[src/design/can_mode_pkg.sv]
package can_mode_pkg;
  // ----------------------------------------
  // Register map (byte addresses)
  // ----------------------------------------
  localparam logic [7:0] ADDR_COMMAND = 8'h00;
  localparam logic [7:0] ADDR_CONFIG = 8'h04;
  localparam logic [7:0] ADDR_STATUS = 8'h08;
  localparam logic [7:0] ADDR_EVENTS = 8'h0C;
  localparam logic [7:0] ADDR_TIMER = 8'h10;
  localparam logic [7:0] ADDR_BITRATE = 8'h14;

  // ----------------------------------------
  // Command codes and field positions
  // ----------------------------------------
  localparam logic [2:0] CMD_INIT = 3'h1;
  localparam logic [2:0] CMD_BITRATE = 3'h2;
  localparam logic [2:0] CMD_START = 3'h3;
  localparam logic [2:0] CMD_STOP = 3'h4;
  localparam logic [2:0] CMD_SLEEP = 3'h5;
  localparam logic [2:0] CMD_WAKEUP = 3'h6;
  localparam int CFG_HW_SLEEP_BIT = 0;
  localparam int CFG_DET_BIT = 1;
  localparam int CFG_REINIT_BIT = 2;
  localparam int CFG_TIMEOUT_LSB = 8;

  // ----------------------------------------
  // Reset values and timing
  // ----------------------------------------
  localparam logic [31:0] CONFIG_RESET = 32'h0000_1003;
  localparam logic [31:0] BITRATE_STATIC = 32'h0000_0001;
  localparam int CLK_MHZ = 100;
  localparam int HW_SETTLE_NS = 80;
  localparam int HW_SETTLE_CYCLES = (HW_SETTLE_NS * CLK_MHZ + 999) / 1000;
  localparam int TICK_DIV = 4;

  typedef enum logic [2:0] {
    st_not_initialized_state,
    st_stopped,
    st_started,
    st_sleep
  } ctrl_state_t;
endpackage

[src/design/mode_settle.sv]
`timescale 1ns/1ps
// Models the hardware delay before a mode request shows in its status flag
module mode_settle
  import can_mode_pkg::*;
(
  input wire logic pclk,
  input wire logic presetn,
  input wire logic target,
  output logic flag
);
  logic [7:0] count;
  wire settled = (count == 8'(HW_SETTLE_CYCLES - 1));

  always_ff @(posedge pclk or negedge presetn) begin
    if (!presetn) begin
      count <= 8'h00;
      flag <= 1'b0;
    end else if (target == flag) begin
      count <= 8'h00;
    end else if (settled) begin
      count <= 8'h00;
      flag <= target;
    end else begin
      count <= count + 8'h01;
    end
  end
endmodule

[src/design/can_mode_seq.sv]
// The implementer's own choices: the register offsets and the APB register port.
`timescale 1ns/1ps
module can_mode_seq
  import can_mode_pkg::*;
(
  input wire logic pclk,
  input wire logic presetn,
  input wire logic psel,
  input wire logic penable,
  input wire logic pwrite,
  input wire logic [7:0] paddr,
  input wire logic [31:0] pwdata,
  output logic [31:0] prdata,
  output logic pready,
  output logic pslverr,
  input wire logic bus_off_pin,
  input wire logic bus_wake_pin,
  output logic bus_enable,
  output logic hw_sleep,
  output logic tx_cancel,
  output logic mode_change_indication,
  output logic bus_off_notification,
  output logic wakeup_notification
);
  // ----------------------------------------
  // Pin synchronisers
  // ----------------------------------------
  logic [1:0] boff_sync;
  logic [1:0] wake_sync;
  always_ff @(posedge pclk or negedge presetn) begin
    if (!presetn) begin
      boff_sync <= 2'b00;
      wake_sync <= 2'b00;
    end else begin
      boff_sync <= {boff_sync[0], bus_off_pin};
      wake_sync <= {wake_sync[0], bus_wake_pin};
    end
  end
  wire bus_off_lvl = boff_sync[1];
  wire bus_wake_lvl = wake_sync[1];

  // ----------------------------------------
  // State and registers
  // ----------------------------------------
  ctrl_state_t state;
  ctrl_state_t pend_mode;
  logic initialized;
  logic [31:0] config_reg;
  logic [31:0] bitrate_reg;
  logic logical_sleep;
  logic pending;
  logic busy;
  logic run_req;
  logic sleep_req;
  logic err_transition;
  logic err_refused;
  logic err_timeout;
  logic ev_indication;
  logic ev_bus_off;
  logic ev_wakeup;
  logic [15:0] free_count;
  logic [15:0] deadline;
  logic [1:0] tick_div;
  logic run_flag;
  logic sleep_flag;
  logic bus_off_seen;

  // ----------------------------------------
  // APB decode
  // ----------------------------------------
  wire access = psel && penable && pready;
  wire wr = access && pwrite;
  wire hit_cmd = (paddr == ADDR_COMMAND);
  wire hit_cfg = (paddr == ADDR_CONFIG);
  wire hit_sts = (paddr == ADDR_STATUS);
  wire hit_evt = (paddr == ADDR_EVENTS);
  wire hit_tmr = (paddr == ADDR_TIMER);
  wire hit_br = (paddr == ADDR_BITRATE);
  wire mapped = hit_cmd | hit_cfg | hit_sts | hit_evt | hit_tmr | hit_br;
  wire [2:0] cmd = pwdata[2:0];
  wire cmd_wr = wr && hit_cmd && !busy;
  wire det_on = config_reg[CFG_DET_BIT];
  wire hw_sleep_ok = config_reg[CFG_HW_SLEEP_BIT];
  wire reinit = config_reg[CFG_REINIT_BIT];
  wire [15:0] timeout = config_reg[CFG_TIMEOUT_LSB +: 16];

  wire do_init = cmd_wr && (cmd == CMD_INIT);
  wire do_br = cmd_wr && (cmd == CMD_BITRATE);
  wire do_start = cmd_wr && (cmd == CMD_START);
  wire do_stop = cmd_wr && (cmd == CMD_STOP);
  wire do_sleep = cmd_wr && (cmd == CMD_SLEEP);
  wire do_wake = cmd_wr && (cmd == CMD_WAKEUP);

  wire bad_init = initialized || (state != st_not_initialized_state);
  wire bad_br = reinit && (state != st_stopped);
  wire bad_start = (state != st_stopped);
  wire bad_stop = (state != st_started) && (state != st_stopped);
  wire bad_sleep = (state != st_stopped) && (state != st_sleep);
  wire bad_wake = (state != st_sleep) && (state != st_stopped);
  // Transition checks gate only with detection on; off, request goes ahead as is; the bit-rate check gates always
  wire inv_init = det_on && bad_init;
  wire inv_start = det_on && bad_start;
  wire inv_stop = det_on && bad_stop;
  wire inv_sleep = det_on && bad_sleep;
  wire inv_wake = det_on && bad_wake;
  wire raise_inv = (do_init && inv_init) || (do_start && inv_start) || (do_stop && inv_stop)
    || (do_sleep && inv_sleep) || (do_wake && inv_wake) || (do_br && bad_br && det_on);

  // ----------------------------------------
  // Accepted requests
  // ----------------------------------------
  wire ok_init = do_init && !inv_init;
  wire ok_br = do_br && !bad_br;
  wire ok_start = do_start && !inv_start;
  wire ok_stop = do_stop && !inv_stop;
  wire ok_sleep = do_sleep && !inv_sleep;
  wire ok_wake = do_wake && !inv_wake;
  wire ok_mode = ok_start || ok_stop || ok_sleep || ok_wake;

  wire mode_done = pending && (run_flag == run_req) && (sleep_flag == sleep_req);
  wire time_up = busy && (free_count == deadline);
  wire hw_bus_off = bus_off_lvl && (state == st_started) && !bus_off_seen;
  wire hw_wake = bus_wake_lvl && (state == st_sleep) && hw_sleep_ok;

  // Sticky errors sit above busy, so one write clears them together
  wire [31:0] status_word = {24'h000000, err_timeout, err_refused, err_transition, busy,
    logical_sleep, initialized, state[1:0]};
  wire [31:0] event_word = {29'h0, ev_wakeup, ev_bus_off, ev_indication};
  wire [31:0] read_mux = hit_cfg ? config_reg : hit_sts ? status_word : hit_evt ? event_word :
    hit_tmr ? {16'h0, free_count} : hit_br ? bitrate_reg : 32'h0000_0000;

  // ----------------------------------------
  // APB slave, zero wait states
  // ----------------------------------------
  always_ff @(posedge pclk or negedge presetn) begin
    if (!presetn) begin
      prdata <= 32'h0000_0000;
      pready <= 1'b0;
      pslverr <= 1'b0;
    end else begin
      pready <= psel && !penable;
      pslverr <= psel && !penable && !mapped;
      prdata <= read_mux;
    end
  end

  // ----------------------------------------
  // Free-running counter and tick divider
  // ----------------------------------------
  always_ff @(posedge pclk or negedge presetn) begin
    if (!presetn) begin
      tick_div <= 2'b00;
      free_count <= 16'h0000;
    end else begin
      tick_div <= tick_div + 2'b01;
      if (tick_div == 2'(TICK_DIV - 1)) begin
        free_count <= free_count + 16'h0001;
      end
    end
  end

  // ----------------------------------------
  // Configuration and bit-rate registers
  // ----------------------------------------
  always_ff @(posedge pclk or negedge presetn) begin
    if (!presetn) begin
      config_reg <= CONFIG_RESET;
      bitrate_reg <= 32'h0000_0000;
    end else begin
      if (wr && hit_cfg) begin
        config_reg <= pwdata;
      end
      if (ok_init) begin
        bitrate_reg <= BITRATE_STATIC;
      end
      if (ok_br) begin
        bitrate_reg <= BITRATE_STATIC;
      end
    end
  end

  // ----------------------------------------
  // Controller state sequencer
  // ----------------------------------------
  always_ff @(posedge pclk or negedge presetn) begin
    if (!presetn) begin
      state <= st_not_initialized_state;
      pend_mode <= st_not_initialized_state;
      initialized <= 1'b0;
      logical_sleep <= 1'b0;
      pending <= 1'b0;
      busy <= 1'b0;
      run_req <= 1'b0;
      sleep_req <= 1'b0;
      deadline <= 16'h0000;
      bus_off_seen <= 1'b0;
    end else begin
      if (!bus_off_lvl) begin
        bus_off_seen <= 1'b0;
      end
      // Timeout frees the command port; the request stays pending
      if (time_up) begin
        busy <= 1'b0;
      end
      if (mode_done) begin
        pending <= 1'b0;
        busy <= 1'b0;
        state <= pend_mode;
      end
      // Bus-off and wake-up outrank any same-cycle request
      if (hw_bus_off) begin
        state <= st_stopped;
        run_req <= 1'b0;
        pending <= 1'b0;
        busy <= 1'b0;
        bus_off_seen <= 1'b1;
      end else if (hw_wake) begin
        state <= st_stopped;
        sleep_req <= 1'b0;
        pending <= 1'b0;
        busy <= 1'b0;
      end else if (ok_init) begin
        state <= st_stopped;
        initialized <= 1'b1;
      end else if (ok_br && reinit) begin
        run_req <= 1'b0;
      end else if (ok_mode) begin
        busy <= 1'b1;
        pending <= 1'b1;
        deadline <= free_count + timeout;
        if (do_start) begin
          run_req <= 1'b1;
          pend_mode <= st_started;
        end else if (do_stop) begin
          run_req <= 1'b0;
          pend_mode <= st_stopped;
        end else if (do_sleep) begin
          pend_mode <= st_sleep;
          if (hw_sleep_ok) begin
            sleep_req <= 1'b1;
          end else begin
            logical_sleep <= 1'b1;
          end
        end else begin
          pend_mode <= st_stopped;
          sleep_req <= 1'b0;
          logical_sleep <= 1'b0;
        end
      end
    end
  end

  // ----------------------------------------
  // Sticky errors and events, set beats clear
  // ----------------------------------------
  wire clr_evt = wr && hit_evt;
  wire clr_sts = wr && hit_sts;
  wire clr_transition = clr_sts && pwdata[5];
  wire clr_refused = clr_sts && pwdata[6];
  wire clr_timeout = clr_sts && pwdata[7];
  wire clr_indication = clr_evt && pwdata[0];
  wire clr_bus_off = clr_evt && pwdata[1];
  wire clr_wakeup = clr_evt && pwdata[2];
  always_ff @(posedge pclk or negedge presetn) begin
    if (!presetn) begin
      err_transition <= 1'b0;
      err_refused <= 1'b0;
      err_timeout <= 1'b0;
      ev_indication <= 1'b0;
      ev_bus_off <= 1'b0;
      ev_wakeup <= 1'b0;
    end else begin
      err_transition <= raise_inv || (err_transition && !clr_transition);
      err_refused <= (do_br && bad_br) || (err_refused && !clr_refused);
      err_timeout <= (time_up && pending && !mode_done) || (err_timeout && !clr_timeout);
      ev_indication <= mode_done || (ev_indication && !clr_indication);
      ev_bus_off <= hw_bus_off || (ev_bus_off && !clr_bus_off);
      ev_wakeup <= hw_wake || (ev_wakeup && !clr_wakeup);
    end
  end

  // ----------------------------------------
  // Hardware mode flags and outputs
  // ----------------------------------------
  mode_settle run_settle (
    .pclk(pclk),
    .presetn(presetn),
    .target(run_req && !hw_bus_off),
    .flag(run_flag)
  );
  mode_settle sleep_settle (
    .pclk(pclk),
    .presetn(presetn),
    .target(sleep_req && !hw_wake),
    .flag(sleep_flag)
  );

  always_ff @(posedge pclk or negedge presetn) begin
    if (!presetn) begin
      bus_enable <= 1'b0;
      hw_sleep <= 1'b0;
      tx_cancel <= 1'b0;
      mode_change_indication <= 1'b0;
      bus_off_notification <= 1'b0;
      wakeup_notification <= 1'b0;
    end else begin
      // Off the bus unless running; no acks or error frames when stopped
      // Frames queued before the flag settles may be lost
      bus_enable <= run_flag && run_req && !logical_sleep && !bus_off_lvl;
      hw_sleep <= sleep_flag;
      // Only pending frames cancel; a frame on the wire may still finish
      tx_cancel <= ok_stop || hw_bus_off;
      mode_change_indication <= mode_done;
      bus_off_notification <= hw_bus_off;
      wakeup_notification <= hw_wake;
    end
  end
endmodule

[config.mk]
export PLATFORM = sky130hd
export DESIGN_NAME = can_mode_seq
export DESIGN_NICKNAME = d
export VERILOG_FILES = /design/src/design/can_mode_pkg.sv /design/src/design/mode_settle.sv /design/src/design/can_mode_seq.sv
export SDC_FILE = /design/constraint.sdc
export NUM_CORES = 1
export LEC_CHECK = 0
export ABC_AREA = 1
export BUFFER_PORTS_ARGS = -buffer_cell sky130_fd_sc_hd__buf_2
export CAP_MARGIN = 20
export CORE_MARGIN = 2
export CORE_UTILIZATION = 30
export DETAILED_ROUTE_END_ITERATION = 6
export PLACE_DENSITY = 0.49
export SLEW_MARGIN = 10
export SYNTH_ARGS = -nofsm -noshare
export SYNTH_HDL_FRONTEND = slang
export SYNTH_SLANG_ARGS = --single-unit
[constraint.sdc]
create_clock -name pclk -period 1.9 [get_ports pclk]
set_input_delay 0.285 -clock pclk [delete_from_list [all_inputs] [get_ports pclk]]
set_output_delay 0.285 -clock pclk [all_outputs]
set_load 0.02 [all_outputs]
# Word level (Yosys, flattened, before mapping)

Cells that the tools add are included.

Register bits after elaboration: 179
Input bits: 47
Output and inout bits: 40
Logic and storage cells: 249

$add $sub $neg: 5
Eq/ne operators: 33
Mux-type cells: 50
Bitwise logic cells: 13
Reduce and logical (&&, ||, !) cells: 113

Operator list:

| kind                                                                    | count |
|---|---|
| 32-bit 2-to-1 mux                                                       | 7 |
| 1-bit logical AND                                                       | 63 |
| 1-bit 2-to-1 mux                                                        | 32 |
| 8-bit 2-to-1 mux                                                        | 4 |
| 8-bit by 3-bit == test with 1-bit output, second input constant         | 3 |
| 1-bit logical NOT                                                       | 20 |
| 16-bit by 1-bit adder with 16-bit output, second input constant         | 1 |
| 16-bit adder                                                            | 1 |
| 8-bit by 1-bit adder with 8-bit output, second input constant           | 2 |
| 16-bit == test                                                          | 1 |
| 8-bit by 4-bit == test with 1-bit output, second input constant         | 2 |
| 8-bit by 5-bit == test with 1-bit output, second input constant         | 2 |
| 1-bit logical OR                                                        | 16 |
| 3-bit by 2-bit == test with 1-bit output, second input constant         | 4 |
| 3-bit 2-to-1 mux                                                        | 4 |
| 2-bit by 1-bit inequality test with 1-bit output, second input constant | 5 |
| 3-bit == test, second input constant                                    | 3 |
| 3-bit by 2-bit inequality test with 1-bit output, second input constant | 3 |
| 8-bit logical NOT                                                       | 1 |
| 1-bit inverter                                                          | 8 |
| 8-bit AND reduction                                                     | 1 |
| 4-bit nonzero test                                                      | 2 |
| 7-bit AND reduction                                                     | 1 |
| 2-bit 2-to-1 mux                                                        | 3 |
| 13 further kinds                                                        | 25 |

# Logic depth before layout (Yosys ltp)

Gate-level depths: netlist (run 1).

Word-level depth: 15
Gate-level depth with buffers: 12
Gate-level depth less buffers: 12

# Modules after synthesis

A second synthesis (run 1) with hierarchy kept.

Cell total of the unflattened synthesis: 824
Area total of the unflattened synthesis: 7241.9 um^2

Modules (own cells, without submodules):

| module       | instances | cells each | area an instance (um^2) | seq. area each (um^2) |
|---|---|---|---|---|
| can_mode_seq | 1         | 706        | 6278.5                  | 3206.8 |
| mode_settle  | 2         | 59         | 481.7                   | 225.2 |

# Worst setup path before layout (run 1)

OpenSTA, ideal clock, no wires.

Kind: reg-to-reg
Start point: register free_count[0]
End point: register deadline[14]
Library setup time: 119 ps
Arrival: 1727 ps
Data required time: 1781 ps
Setup slack: 54 ps
Stages on the path, launching flop included: 13
Buffers on the path: 0
Period minus slack after synthesis: 1846 ps
Cells stage by stage: dfrtp_1 -> ha_1 -> inv_1 -> fa_1 -> inv_1 -> nand3_1 -> nand2_1 -> nand3_1 -> nand2_1 -> nand2_1 -> nand2_1 -> xnor2_1 -> o21ai_2

Longest elaborated chain between the ends: 1

Ends and longest elaborated chain:

| what                   | line                | text |
|---|---|---|
| from (decl)            | can_mode_seq.sv:61  | `logic [15:0] free_count;` |
| from (signal assigned) | can_mode_seq.sv:157 | `free_count <= free_count + 16'h0001;` |
| 16-bit adder           | can_mode_seq.sv:230 | `deadline <= free_count + timeout;` |
| to (signal assigned)   | can_mode_seq.sv:230 |  |
| to (decl)              | can_mode_seq.sv:62  | `logic [15:0] deadline;` |

No other way between the ends.
A chain may end at the register's enable or synchronous reset.

# Worst setup path in the final report (run 1)

Start point: register state[1]
End point: register pend_mode[1]

Elaborated cells between the ends (all ways): 38
Those cells by class: eq/ne: 5; bitwise: 4; reduce/logical: 29

RTL lines:

| what                                     | line                | text |
|---|---|---|
| from (decl)                              | can_mode_seq.sv:45  | `ctrl_state_t state;` |
| from (signal assigned)                   | can_mode_seq.sv:187 | `state <= st_not_initialized_state;` |
| from (signal assigned)                   | can_mode_seq.sv:208 | `state <= pend_mode;` |
| from (signal assigned)                   | can_mode_seq.sv:212 | `state <= st_stopped;` |
| 3-bit by 2-bit == test with 1-bit output | can_mode_seq.sv:122 | `wire hw_bus_off = bus_off_lvl && (state == st_started) && !bus_off_seen;` |
| 1-bit logical AND (2 in series)          | can_mode_seq.sv:122 |  |
| named net hw_bus_off                     | can_mode_seq.sv:122 |  |
| 1-bit inverter (no source line)          | --                  |  |
| 5-bit AND reduction (no source line)     | --                  |  |
| to (signal assigned)                     | can_mode_seq.sv:188 | `pend_mode <= st_not_initialized_state;` |
| to (signal assigned)                     | can_mode_seq.sv:233 | `pend_mode <= st_started;` |
| to (signal assigned)                     | can_mode_seq.sv:236 | `pend_mode <= st_stopped;` |
| to (decl)                                | can_mode_seq.sv:46  | `ctrl_state_t pend_mode;` |

The timed path passes the listed nets, and every way through them passes these cells.

==> results of run 1 <==
[final cells by class]
| type | instances | area (um^2) |
|---|---|---|
| Clock buffer | 18 | 429 |
| Clock inverter | 14 | 160 |
| Fill cell | 2381 | 14200 |
| Inverter | 100 | 380 |
| Multi-Input combinational cell | 533 | 3220 |
| Sequential cell | 146 | 3660 |
| Tap cell | 319 | 399 |
| Timing Repair Buffer | 154 | 1030 |
[worst register-to-register path, stage by stage, from the launching register on]
cell	delay [ns]
dfrtp_1	0.42
buf_4	0.15
ha_1	0.20
inv_1	0.10
nor3_4	0.04
buf_4	0.15
nor2_4	0.16
nand2_8	0.10
buf_4	0.17
nor3_1	0.15
nor2_1	0.06
[cells in the mapped netlist (2+ instances only)]
cell type / instances / area, um^2
nor4_1: 3 / 18.8
inv_1: 98 / 368
o21ai_2: 12 / 105
o31ai_1: 2 / 15.0
nand2_1: 142 / 533
a21o_1: 2 / 15.0
buf_6: 4 / 45.0
nor2_1: 95 / 357
xnor2_1: 22 / 193
nand4_2: 2 / 25.0
nor2_2: 4 / 25.0
nand4_1: 15 / 93.8
o211ai_1: 2 / 15.0
and3_1: 3 / 18.8
nand2_2: 2 / 12.5
o21ai_0: 33 / 165
dfstp_2: 3 / 78.8
xor2_1: 26 / 228
clkbuf_1: 5 / 18.8
or2_2: 7 / 43.8
nor3_1: 15 / 75.1
a31oi_1: 4 / 25.0
mux2_2: 9 / 101
nor2_4: 4 / 45.0
dfrtp_1: 143 / 3580
nand2_4: 3 / 33.8
nand3_1: 45 / 225
a21oi_1: 41 / 205
ha_1: 24 / 300
nor2_8: 2 / 40.0
nor3_4: 2 / 32.5
[worst paths after layout]
check	from	end	slack [ns]	cells past startpoint
setup / recovery	state[1]$_DFFE_PN0P_	pend_mode[1]$_DFFE_PN0P_	0.08	10
hold / removal	penable	pready$_DFF_PN0_	0.03	2
setup reg to reg	state[1]$_DFFE_PN0P_	pend_mode[1]$_DFFE_PN0P_	0.08	10
hold reg to reg	boff_sync[0]$_DFF_PN0_	boff_sync[1]$_DFF_PN0_	0.36	0
max in group asynchronous	presetn	config_reg[12]$_DFFE_PN1P_	0.92	3
min in group asynchronous	presetn	ev_wakeup$_DFF_PN0_	0.34	2
[logic make-up (layout without fill, tap and decap cells)]
logic type,after synthesis,count (layout),share of synthesized area
XOR/XNOR,48,48,0.0585
AO/OA/AOI/OAI,104,104,0.0856
multiplexers,9,9,0.0141
flip-flops,146,146,0.509
AND/OR/NAND/NOR,347,347,0.224
adder cells (fa/ha/maj),25,25,0.0446
buffers and inverters,112,286,0.0638
[routing by layer]
metal  global-route usage  part of all wire  vias up
li1                     -                 -     2901
met1                0.204              0.47     2765
met2                0.262              0.48      112
met3               0.0361             0.042       17
met4               0.0434             0.012        0
met5                    0                 0        -
[power breakdown]
group / internal [W] / leakage [nW] / switching [W]
clock network: 0.00187 / 0.287 / 0.00149
logic: 0.0000740 / 2.78 / 0.000141
registers: 0.00312 / 1.86 / 0.00000639
[metrics by stage]
step	worst slack (ns)	instance area, um^2	instances
final	0.0788	9280	1284
after global routing	0.000524	9280	1284
after floorplan	0.0544	7180	791
after global placement	0.0304	8430	1240
after detailed placement	0.00558	8430	1240
after CTS	0.00497	9070	1277
[repair_timing]
item | CTS | global route
resized for setup | 0 | 35
endpoints found under the setup margin | 4 | 26
endpoints found under the hold margin | 35 | 0
setup buffers | 2 | 7
hold buffers | 3 | 0
pin swaps | 1 | 9
==> impl_summary.log, run 1 <==
INFO  metric outcome = finished, final reports clean
INFO  metric grt_pass1_wl = approximately 31 mm
INFO  metric setup.worst_path.start_class = flop
INFO  metric design_power_total = 0.00671 W
INFO  metric cts_inserted_buffers = 17
INFO  metric initialDrtViolationCount = 289
INFO  metric worstSetupEndpointType = flop
INFO  metric detailedPlacementHpwl = 14.5 mm
INFO  metric setup-violations-final = 0
INFO  metric start_util = 0.306
INFO  metric grt_max_degree = 42
INFO  metric drtPass1Iterations = 4
INFO  metric postSynthRegisterBits = 146
INFO  metric dieArea = 0.0252 mm^2
INFO  metric fp.dieW = 159 um
INFO  metric syn2layout_area_growth = 29.2%
INFO  metric tritoncts_num_sinks = 146
INFO  metric num_vias = 5795
INFO  metric power_density = 723 mW/mm^2
INFO  metric mappedNetlistArea = 0.00718 mm^2
INFO  metric grt_pass1_vias = 5913
INFO  metric clock_latency_at_the_later_pin_of_the_worst_skew_pair = 0.43 ns
INFO  metric maxCapViolCount = 0
INFO  metric timing.slew.headroom = 0.718
INFO  metric fp.coreArea = 0.0235 mm^2
INFO  metric path_buf_inv = 4
INFO  metric vdd_ir_drop_max = 361 uV
INFO  metric worst_ep_arrival_time = 2.13 ns
INFO  metric slew_of_the_pin_with_the_lowest_slew_margin = between 0.4 and 0.5 ns
INFO  metric crit_slowest_cell = dfrtp_1
INFO  metric critical_path_class = reg -> reg
INFO  metric ys_types = 48
INFO  metric timing.fmax = between 0.5 and 0.6 GHz
INFO  metric mostFrequentLayoutCells = 143 x dfrtp_1, 137 x nand2_1, 95 x inv_1
INFO  metric worst_ep_required_time = between 2 and 2.5 ns
INFO  metric critical-path-max-stage-delay = 0.42 ns
INFO  metric number_of_synthesis_warnings = 0
INFO  metric slew_violations = 0
INFO  metric cp_common_cell = buf_4
INFO  metric fin_crit_sh = 0.959
INFO  metric grt_use_total = 0.157
INFO  metric cts.clk_slew.worst_paths = 0.07 ns
INFO  metric die_height = approximately 160 um
INFO  metric drc = 0
INFO  metric critical_path.top_delay_family = buffers and inverters
INFO  metric ys_async_sr_fraction = 1.00
INFO  metric synth_ff_type = dfrtp_1
INFO  metric fin_worst_hold_slack = 0.0343 ns
INFO  metric mean_syn_cell_area = between 9 and 10 um^2
INFO  metric route.antenna.remaining_nets = 0
INFO  metric synth_enable_flop_cells = 0
INFO  metric rsz0062_at_grt = false
INFO  metric hold_violations = 0
INFO  metric fp-row-count = 56
INFO  metric port_buffers = 86
INFO  metric most_frequent_standard_cell_in_the_layout_excluding_fill_and_tap_cells = dfrtp_1
INFO  metric io_pins = 87
INFO  metric design.final.nets = 1024
INFO  metric post_drt_via_cell_ratio = 4.51
INFO  metric fin_setup_tns = 0 ns
INFO  metric gp_congestion = 0.859
INFO  metric timing.clock.skew = 0.0146 ns
INFO  metric p_leak = 4.93 nW
INFO  metric worst_hold_path_type = in -> reg
INFO  metric grt_remaining_overflow = 0
INFO  metric grt_antenna_before_repair = 0
INFO  metric clock_tree_root_buffer_cell = clkbuf_16
INFO  metric antennaDiodeCount = 0
INFO  metric layout_min_cycle_time = roughly 1.8 ns
INFO  metric cts_tree = built
INFO  metric route.detailed.wl_per_inst = 14.8 um
INFO  metric cts_htree_levels = 4
INFO  metric cp_cell_sequence = buf_4 -> ha_1 -> inv_1 -> nor3_4 -> buf_4 -> nor2_4 -> nand2_8 -> buf_4 -> nor3_1 -> nor2_1
INFO  metric critPathMaxFanout = 7
INFO  metric cts.path.max_buffers = 2
INFO  metric totalWireLength = 19.0 mm
INFO  metric mappedNetlistNets = around 860
INFO  metric synth.yosys.seq_area_share = 0.509
INFO  metric layout_cell_share_with_drive_strength_beyond_1 = 0.268
INFO  metric synthesis.instances = 791
INFO  metric final_core_util = 0.395
(Power assumes the default switching activity.)
==> run 2: changes to the inputs <==
Settings changed: CORE_MARGIN 2 to default, SYNTH_HIERARCHICAL from default to 1.
==> run 2 against run 1 <==
The run now ends with negative setup slack left; maximum frequency is 8.2% lower; global-route usage is 1.4 points higher; largest power group unchanged; worst setup slack got worse by 0.16 ns; critical path depth unchanged.
==> impl_summary.log, run 2 <==
INFO  metric synth_ff_type = dfrtp_1 (unchanged)
INFO  metric synth_largest_area_cell = dfrtp_1 (unchanged)
INFO  metric drc = 0 (unchanged)
INFO  metric worst_ep_arrival_time = 2.30 ns (was 2.13 ns)
INFO  metric ys_types = 43 (was 48)
INFO  metric final_cell_count_no_fill = 1342 (was 1284)
INFO  metric clock_power_share = 0.502 (about the same)
INFO  metric place.detailed.instances = 1294 (was 1240)
INFO  metric mappedNetlistArea = 0.00724 mm^2 (was 0.00718 mm^2)
INFO  metric die_height = 157 um (was 159 um)
INFO  metric cts_tree = built (unchanged)
INFO  metric timing.clock.skew = 0.00633 ns (was 0.0146 ns)
INFO  metric layout.filler_cells = 2473 (was 2381)
INFO  metric fin_crit_sh = 1.04 (was 0.959)
INFO  metric slew_violations = 0 (unchanged)
INFO  metric grt_antenna_before_repair = 0 (unchanged)
INFO  metric worst_ep_required_time = 2.22 ns (was 2.21 ns)
INFO  metric drtPass1Iterations = 4 (unchanged)
INFO  metric fin_setup_tns = -0.289 ns (was 0 ns)
INFO  metric r2r_start = state[0]$_DFFE_PN0P_ (was state[1]$_DFFE_PN0P_)
INFO  metric syn2layout_area_growth = 31.2% (was 29.2%)
INFO  metric setup.worst_path.start_class = flop (unchanged)
INFO  metric maxCapViolCount = 0 (unchanged)
INFO  metric synth_top_area_frac = 0.494 (was 0.498)
INFO  metric finalInstanceArea = 0.00950 mm^2 (was 0.00928 mm^2)
INFO  metric layout_min_cycle_time = 1.98 ns (was 1.82 ns)
INFO  metric end_of_the_worst_register_to_register_path = deadline[13]$_DFFE_PN0P_ (was pend_mode[1]$_DFFE_PN0P_)
INFO  metric start_util = 0.308 (was 0.306)
INFO  metric detailedPlacementHpwl = 14.6 mm (was 14.5 mm)
INFO  metric area_contributors_post_synth = dfrtp_1 49%, nand2_1 8.9%, inv_1 5.1%, nor2_1 5.0%, ha_1 4.5% (was dfrtp_1 50%, nand2_1 7.4%, inv_1 5.1%, nor2_1 5.0%, ha_1 4.2%)
INFO  metric setup_ws = -0.0831 ns (was 0.0788 ns)
INFO  metric route.detailed.wl_per_inst = 14.6 um (was 14.8 um)
INFO  metric worst_hold_path_type = in -> reg (unchanged)
INFO  metric violated_checks = negative setup slack
INFO  metric number_of_instances_on_the_worst_hold_path = 2 (unchanged)
INFO  metric antennaDiodeCount = 0 (unchanged)
INFO  metric synthesis.instances = 824 (was 791)
INFO  metric cts_inserted_buffers = 17 (unchanged)
INFO  metric clock_tree_root_buffer_cell = clkbuf_16 (unchanged)
INFO  metric setup-violations-final = 7 (was 0)
INFO  metric worstSetupEndpointType = flop (unchanged)
INFO  metric timing.fmax = 0.504 GHz (was 0.549 GHz)
INFO  metric pwr-share-seq = 0.463 (was 0.466)
INFO  metric cts.clk_slew.worst_paths = 0.07 ns (about the same)
INFO  metric p_leak = 4.90 nW (was 4.93 nW)
INFO  metric synth.yosys.seq_area_share = 0.505 (was 0.509)
INFO  metric swShare = 0.248 (was 0.245)
INFO  metric outcome = finished with violations (was finished, final reports clean)
INFO  metric cts_htree_levels = 4 (unchanged)
INFO  metric cell_internal_pwr = 0.00509 W (was 0.00507 W)
INFO  metric rsz0062_at_grt = true (was false)
INFO  metric worst_hold_path.endpoint = pready$_DFF_PN0_ (unchanged)
INFO  metric grt_remaining_overflow = 0 (unchanged)
INFO  metric fp.coreArea = 0.0235 mm^2 (about the same)
INFO  metric dieArea = 0.0248 mm^2 (was 0.0252 mm^2)
INFO  metric io_pins = 87 (unchanged)
INFO  metric vdd_ir_drop_max = 580 uV (was 361 uV)
INFO  metric fp.dieW = 157 um (was 159 um)
INFO  metric critical_path_class = reg -> reg (unchanged)
INFO  metric regToRegSetupSlack = -0.08 ns (was 0.08 ns)
INFO  metric fp-row-count = 56 (unchanged)
INFO  metric post_drt_via_cell_ratio = 4.47 (was 4.51)
INFO  metric totalWireLength = 19.6 mm (was 19.0 mm)
INFO  metric mostFrequentLayoutCells = 165 x nand2_1, 142 x dfrtp_1, 95 x nor2_1 (was 143 x dfrtp_1, 137 x nand2_1, 95 x inv_1)
INFO  metric postSynthRegisterBits = 146 (unchanged)
INFO  metric num_vias = 6005 (was 5795)
INFO  metric power_density = 712 mW/mm^2 (was 723 mW/mm^2)
INFO  metric design.final.nets = 1084 (was 1024)
INFO  metric dpl-instance-area = 0.00864 mm^2 (was 0.00843 mm^2)
INFO  metric most_frequent_standard_cell_in_the_layout_excluding_fill_and_tap_cells = nand2_1 (was dfrtp_1)
INFO  metric gp_congestion = 0.882 (was 0.859)
INFO  metric netSwitchingPower = 0.00168 W (was 0.00164 W)
INFO  metric grt_use_total = 0.171 (was 0.157)
INFO  metric initialDrtViolationCount = 255 (was 289)
INFO  metric mappedNetlistNets = 898 (was 863)
INFO  metric timing.slew.headroom = 0.607 (was 0.718)
INFO  metric synth_enable_flop_cells = 0 (unchanged)
INFO  metric grt_pass1_vias = 6099 (was 5913)
INFO  metric fin_worst_hold_slack = 0.0468 ns (was 0.0343 ns)
INFO  metric grt_max_degree = 58 (was 42)
INFO  metric min_from = penable (unchanged)
INFO  metric cts.path.max_buffers = 2 (unchanged)
INFO  metric port_buffers = 86 (unchanged)
INFO  metric yosys.cell_count.top_type = nand2_1 (was dfrtp_1)
INFO  metric worst-r2r-cell-count = 10 (unchanged)
INFO  metric clock_latency_at_the_later_pin_of_the_worst_skew_pair = 0.42 ns (was 0.43 ns)
INFO  metric route.antenna.remaining_nets = 0 (unchanged)
INFO  metric layout_cell_share_with_drive_strength_beyond_1 = 0.286 (was 0.268)
INFO  metric synth_top_cells_by_count = 172 x nand2_1, 143 x dfrtp_1, 99 x inv_1 (was 143 x dfrtp_1, 142 x nand2_1, 98 x inv_1)
INFO  metric hold_violations = 0 (unchanged)
INFO  metric slew_of_the_pin_with_the_lowest_slew_margin = 0.589 ns (was 0.423 ns)
INFO  metric mean_syn_cell_area = 8.79 um^2 (was 9.08 um^2)
INFO  metric power.share.combinational = 0.035 (was 0.032)
INFO  metric critPathMaxFanout = 7 (unchanged)
INFO  metric tritoncts_num_sinks = 146 (unchanged)
INFO  metric number_of_synthesis_warnings = 6 (was 0)
INFO  metric ys_async_sr_fraction = 1.00 (unchanged)
INFO  metric grt_pass1_wl = 32.1 mm (was 31.2 mm)
INFO  metric dp_worst_setup_slack = -0.0952 ns (was 0.00558 ns)
run 2: how the worst max path moves through the flow:
stage	from	to	depth (start not counted)
after global routing	state[0]$_DFFE_PN0P_	deadline[13]$_DFFE_PN0P_	11
final	state[0]$_DFFE_PN0P_	deadline[13]$_DFFE_PN0P_	10
after detailed placement	state[0]$_DFFE_PN0P_	deadline[14]$_DFFE_PN0P_	10
after CTS	state[1]$_DFFE_PN0P_	deadline[11]$_DFFE_PN0P_	12
after global placement	state[0]$_DFFE_PN0P_	deadline[14]$_DFFE_PN0P_	10
after floorplan	free_count[0]$_DFFE_PN0N_	deadline[12]$_DFFE_PN0P_	11
run 2: final cells by class:
type	instances	area (um^2)	area share
clock buffers	17	425	0.0448
clock inverters	15	169	0.0178
inverters	103	390	0.0411
multi-input cells	563	3250	0.342
flip-flops and latches	146	3660	0.385
well taps	319	399	0.0420
repair buffers	179	1200	0.127
run 2: timing repair:
action	in CTS	in global routing
cloned	0	0
pin swaps	4	11
gates resized for setup	12	27
setup buffers	6	7
endpoints found under the setup margin	17	34
hold buffers	3	0
endpoints found under the hold margin	51	0
run 2: kinds of logic after synthesis:
| group | Yosys count | share of synthesized area |
|---|---|---|
| and+or+nand+nor | 380 | 0.236 |
| DFF | 146 | 0.505 |
| buffers and inverters | 115 | 0.0624 |
| AOI/OAI and AO/OA | 100 | 0.0781 |
| xor gates and xnor gates | 47 | 0.0568 |
| adders and majority gates | 27 | 0.0477 |
| muxes | 9 | 0.0140 |
run 2: worst max-delay path, stage by stage, from the launching register on:
cell	delay, ns
dfrtp_1	0.42
inv_2	0.12
ha_4	0.20
or2_1	0.23
nand4_2	0.12
nand3_2	0.13
nand2_4	0.12
clkinvlp_4	0.21
buf_4	0.21
nand3_2	0.05
o21ai_2	0.05
run 2: metal layers:
metal,up-vias,global-route usage,routed length [um]
met5,-,0,0
met4,0,0.0559,398
met3,22,0.0366,679
met2,112,0.284,9460
met1,2846,0.219,9060
li1,3025,-,-
run 2: power by group through the flow:
stage	Clock, W	Sequential [W]	Combinational (W)
floorplan	0	0.00319	0.0000530
global placement	0	0.00319	0.000235
detailed placement	0	0.00319	0.000236
CTS	0.00348	0.00313	0.000244
global route	0.00362	0.00313	0.000270
finish	0.00340	0.00313	0.000238
run 2: stage by stage:
| step | util | power (W) |
|---|---|---|
| finish | 0.403 | 0.00677 |
| global route | 0.403 | 0.00702 |
| CTS | 0.397 | 0.00686 |
| detailed placement | 0.367 | 0.00343 |
| global placement | 0.367 | 0.00342 |
| floorplan | - | 0.00325 |
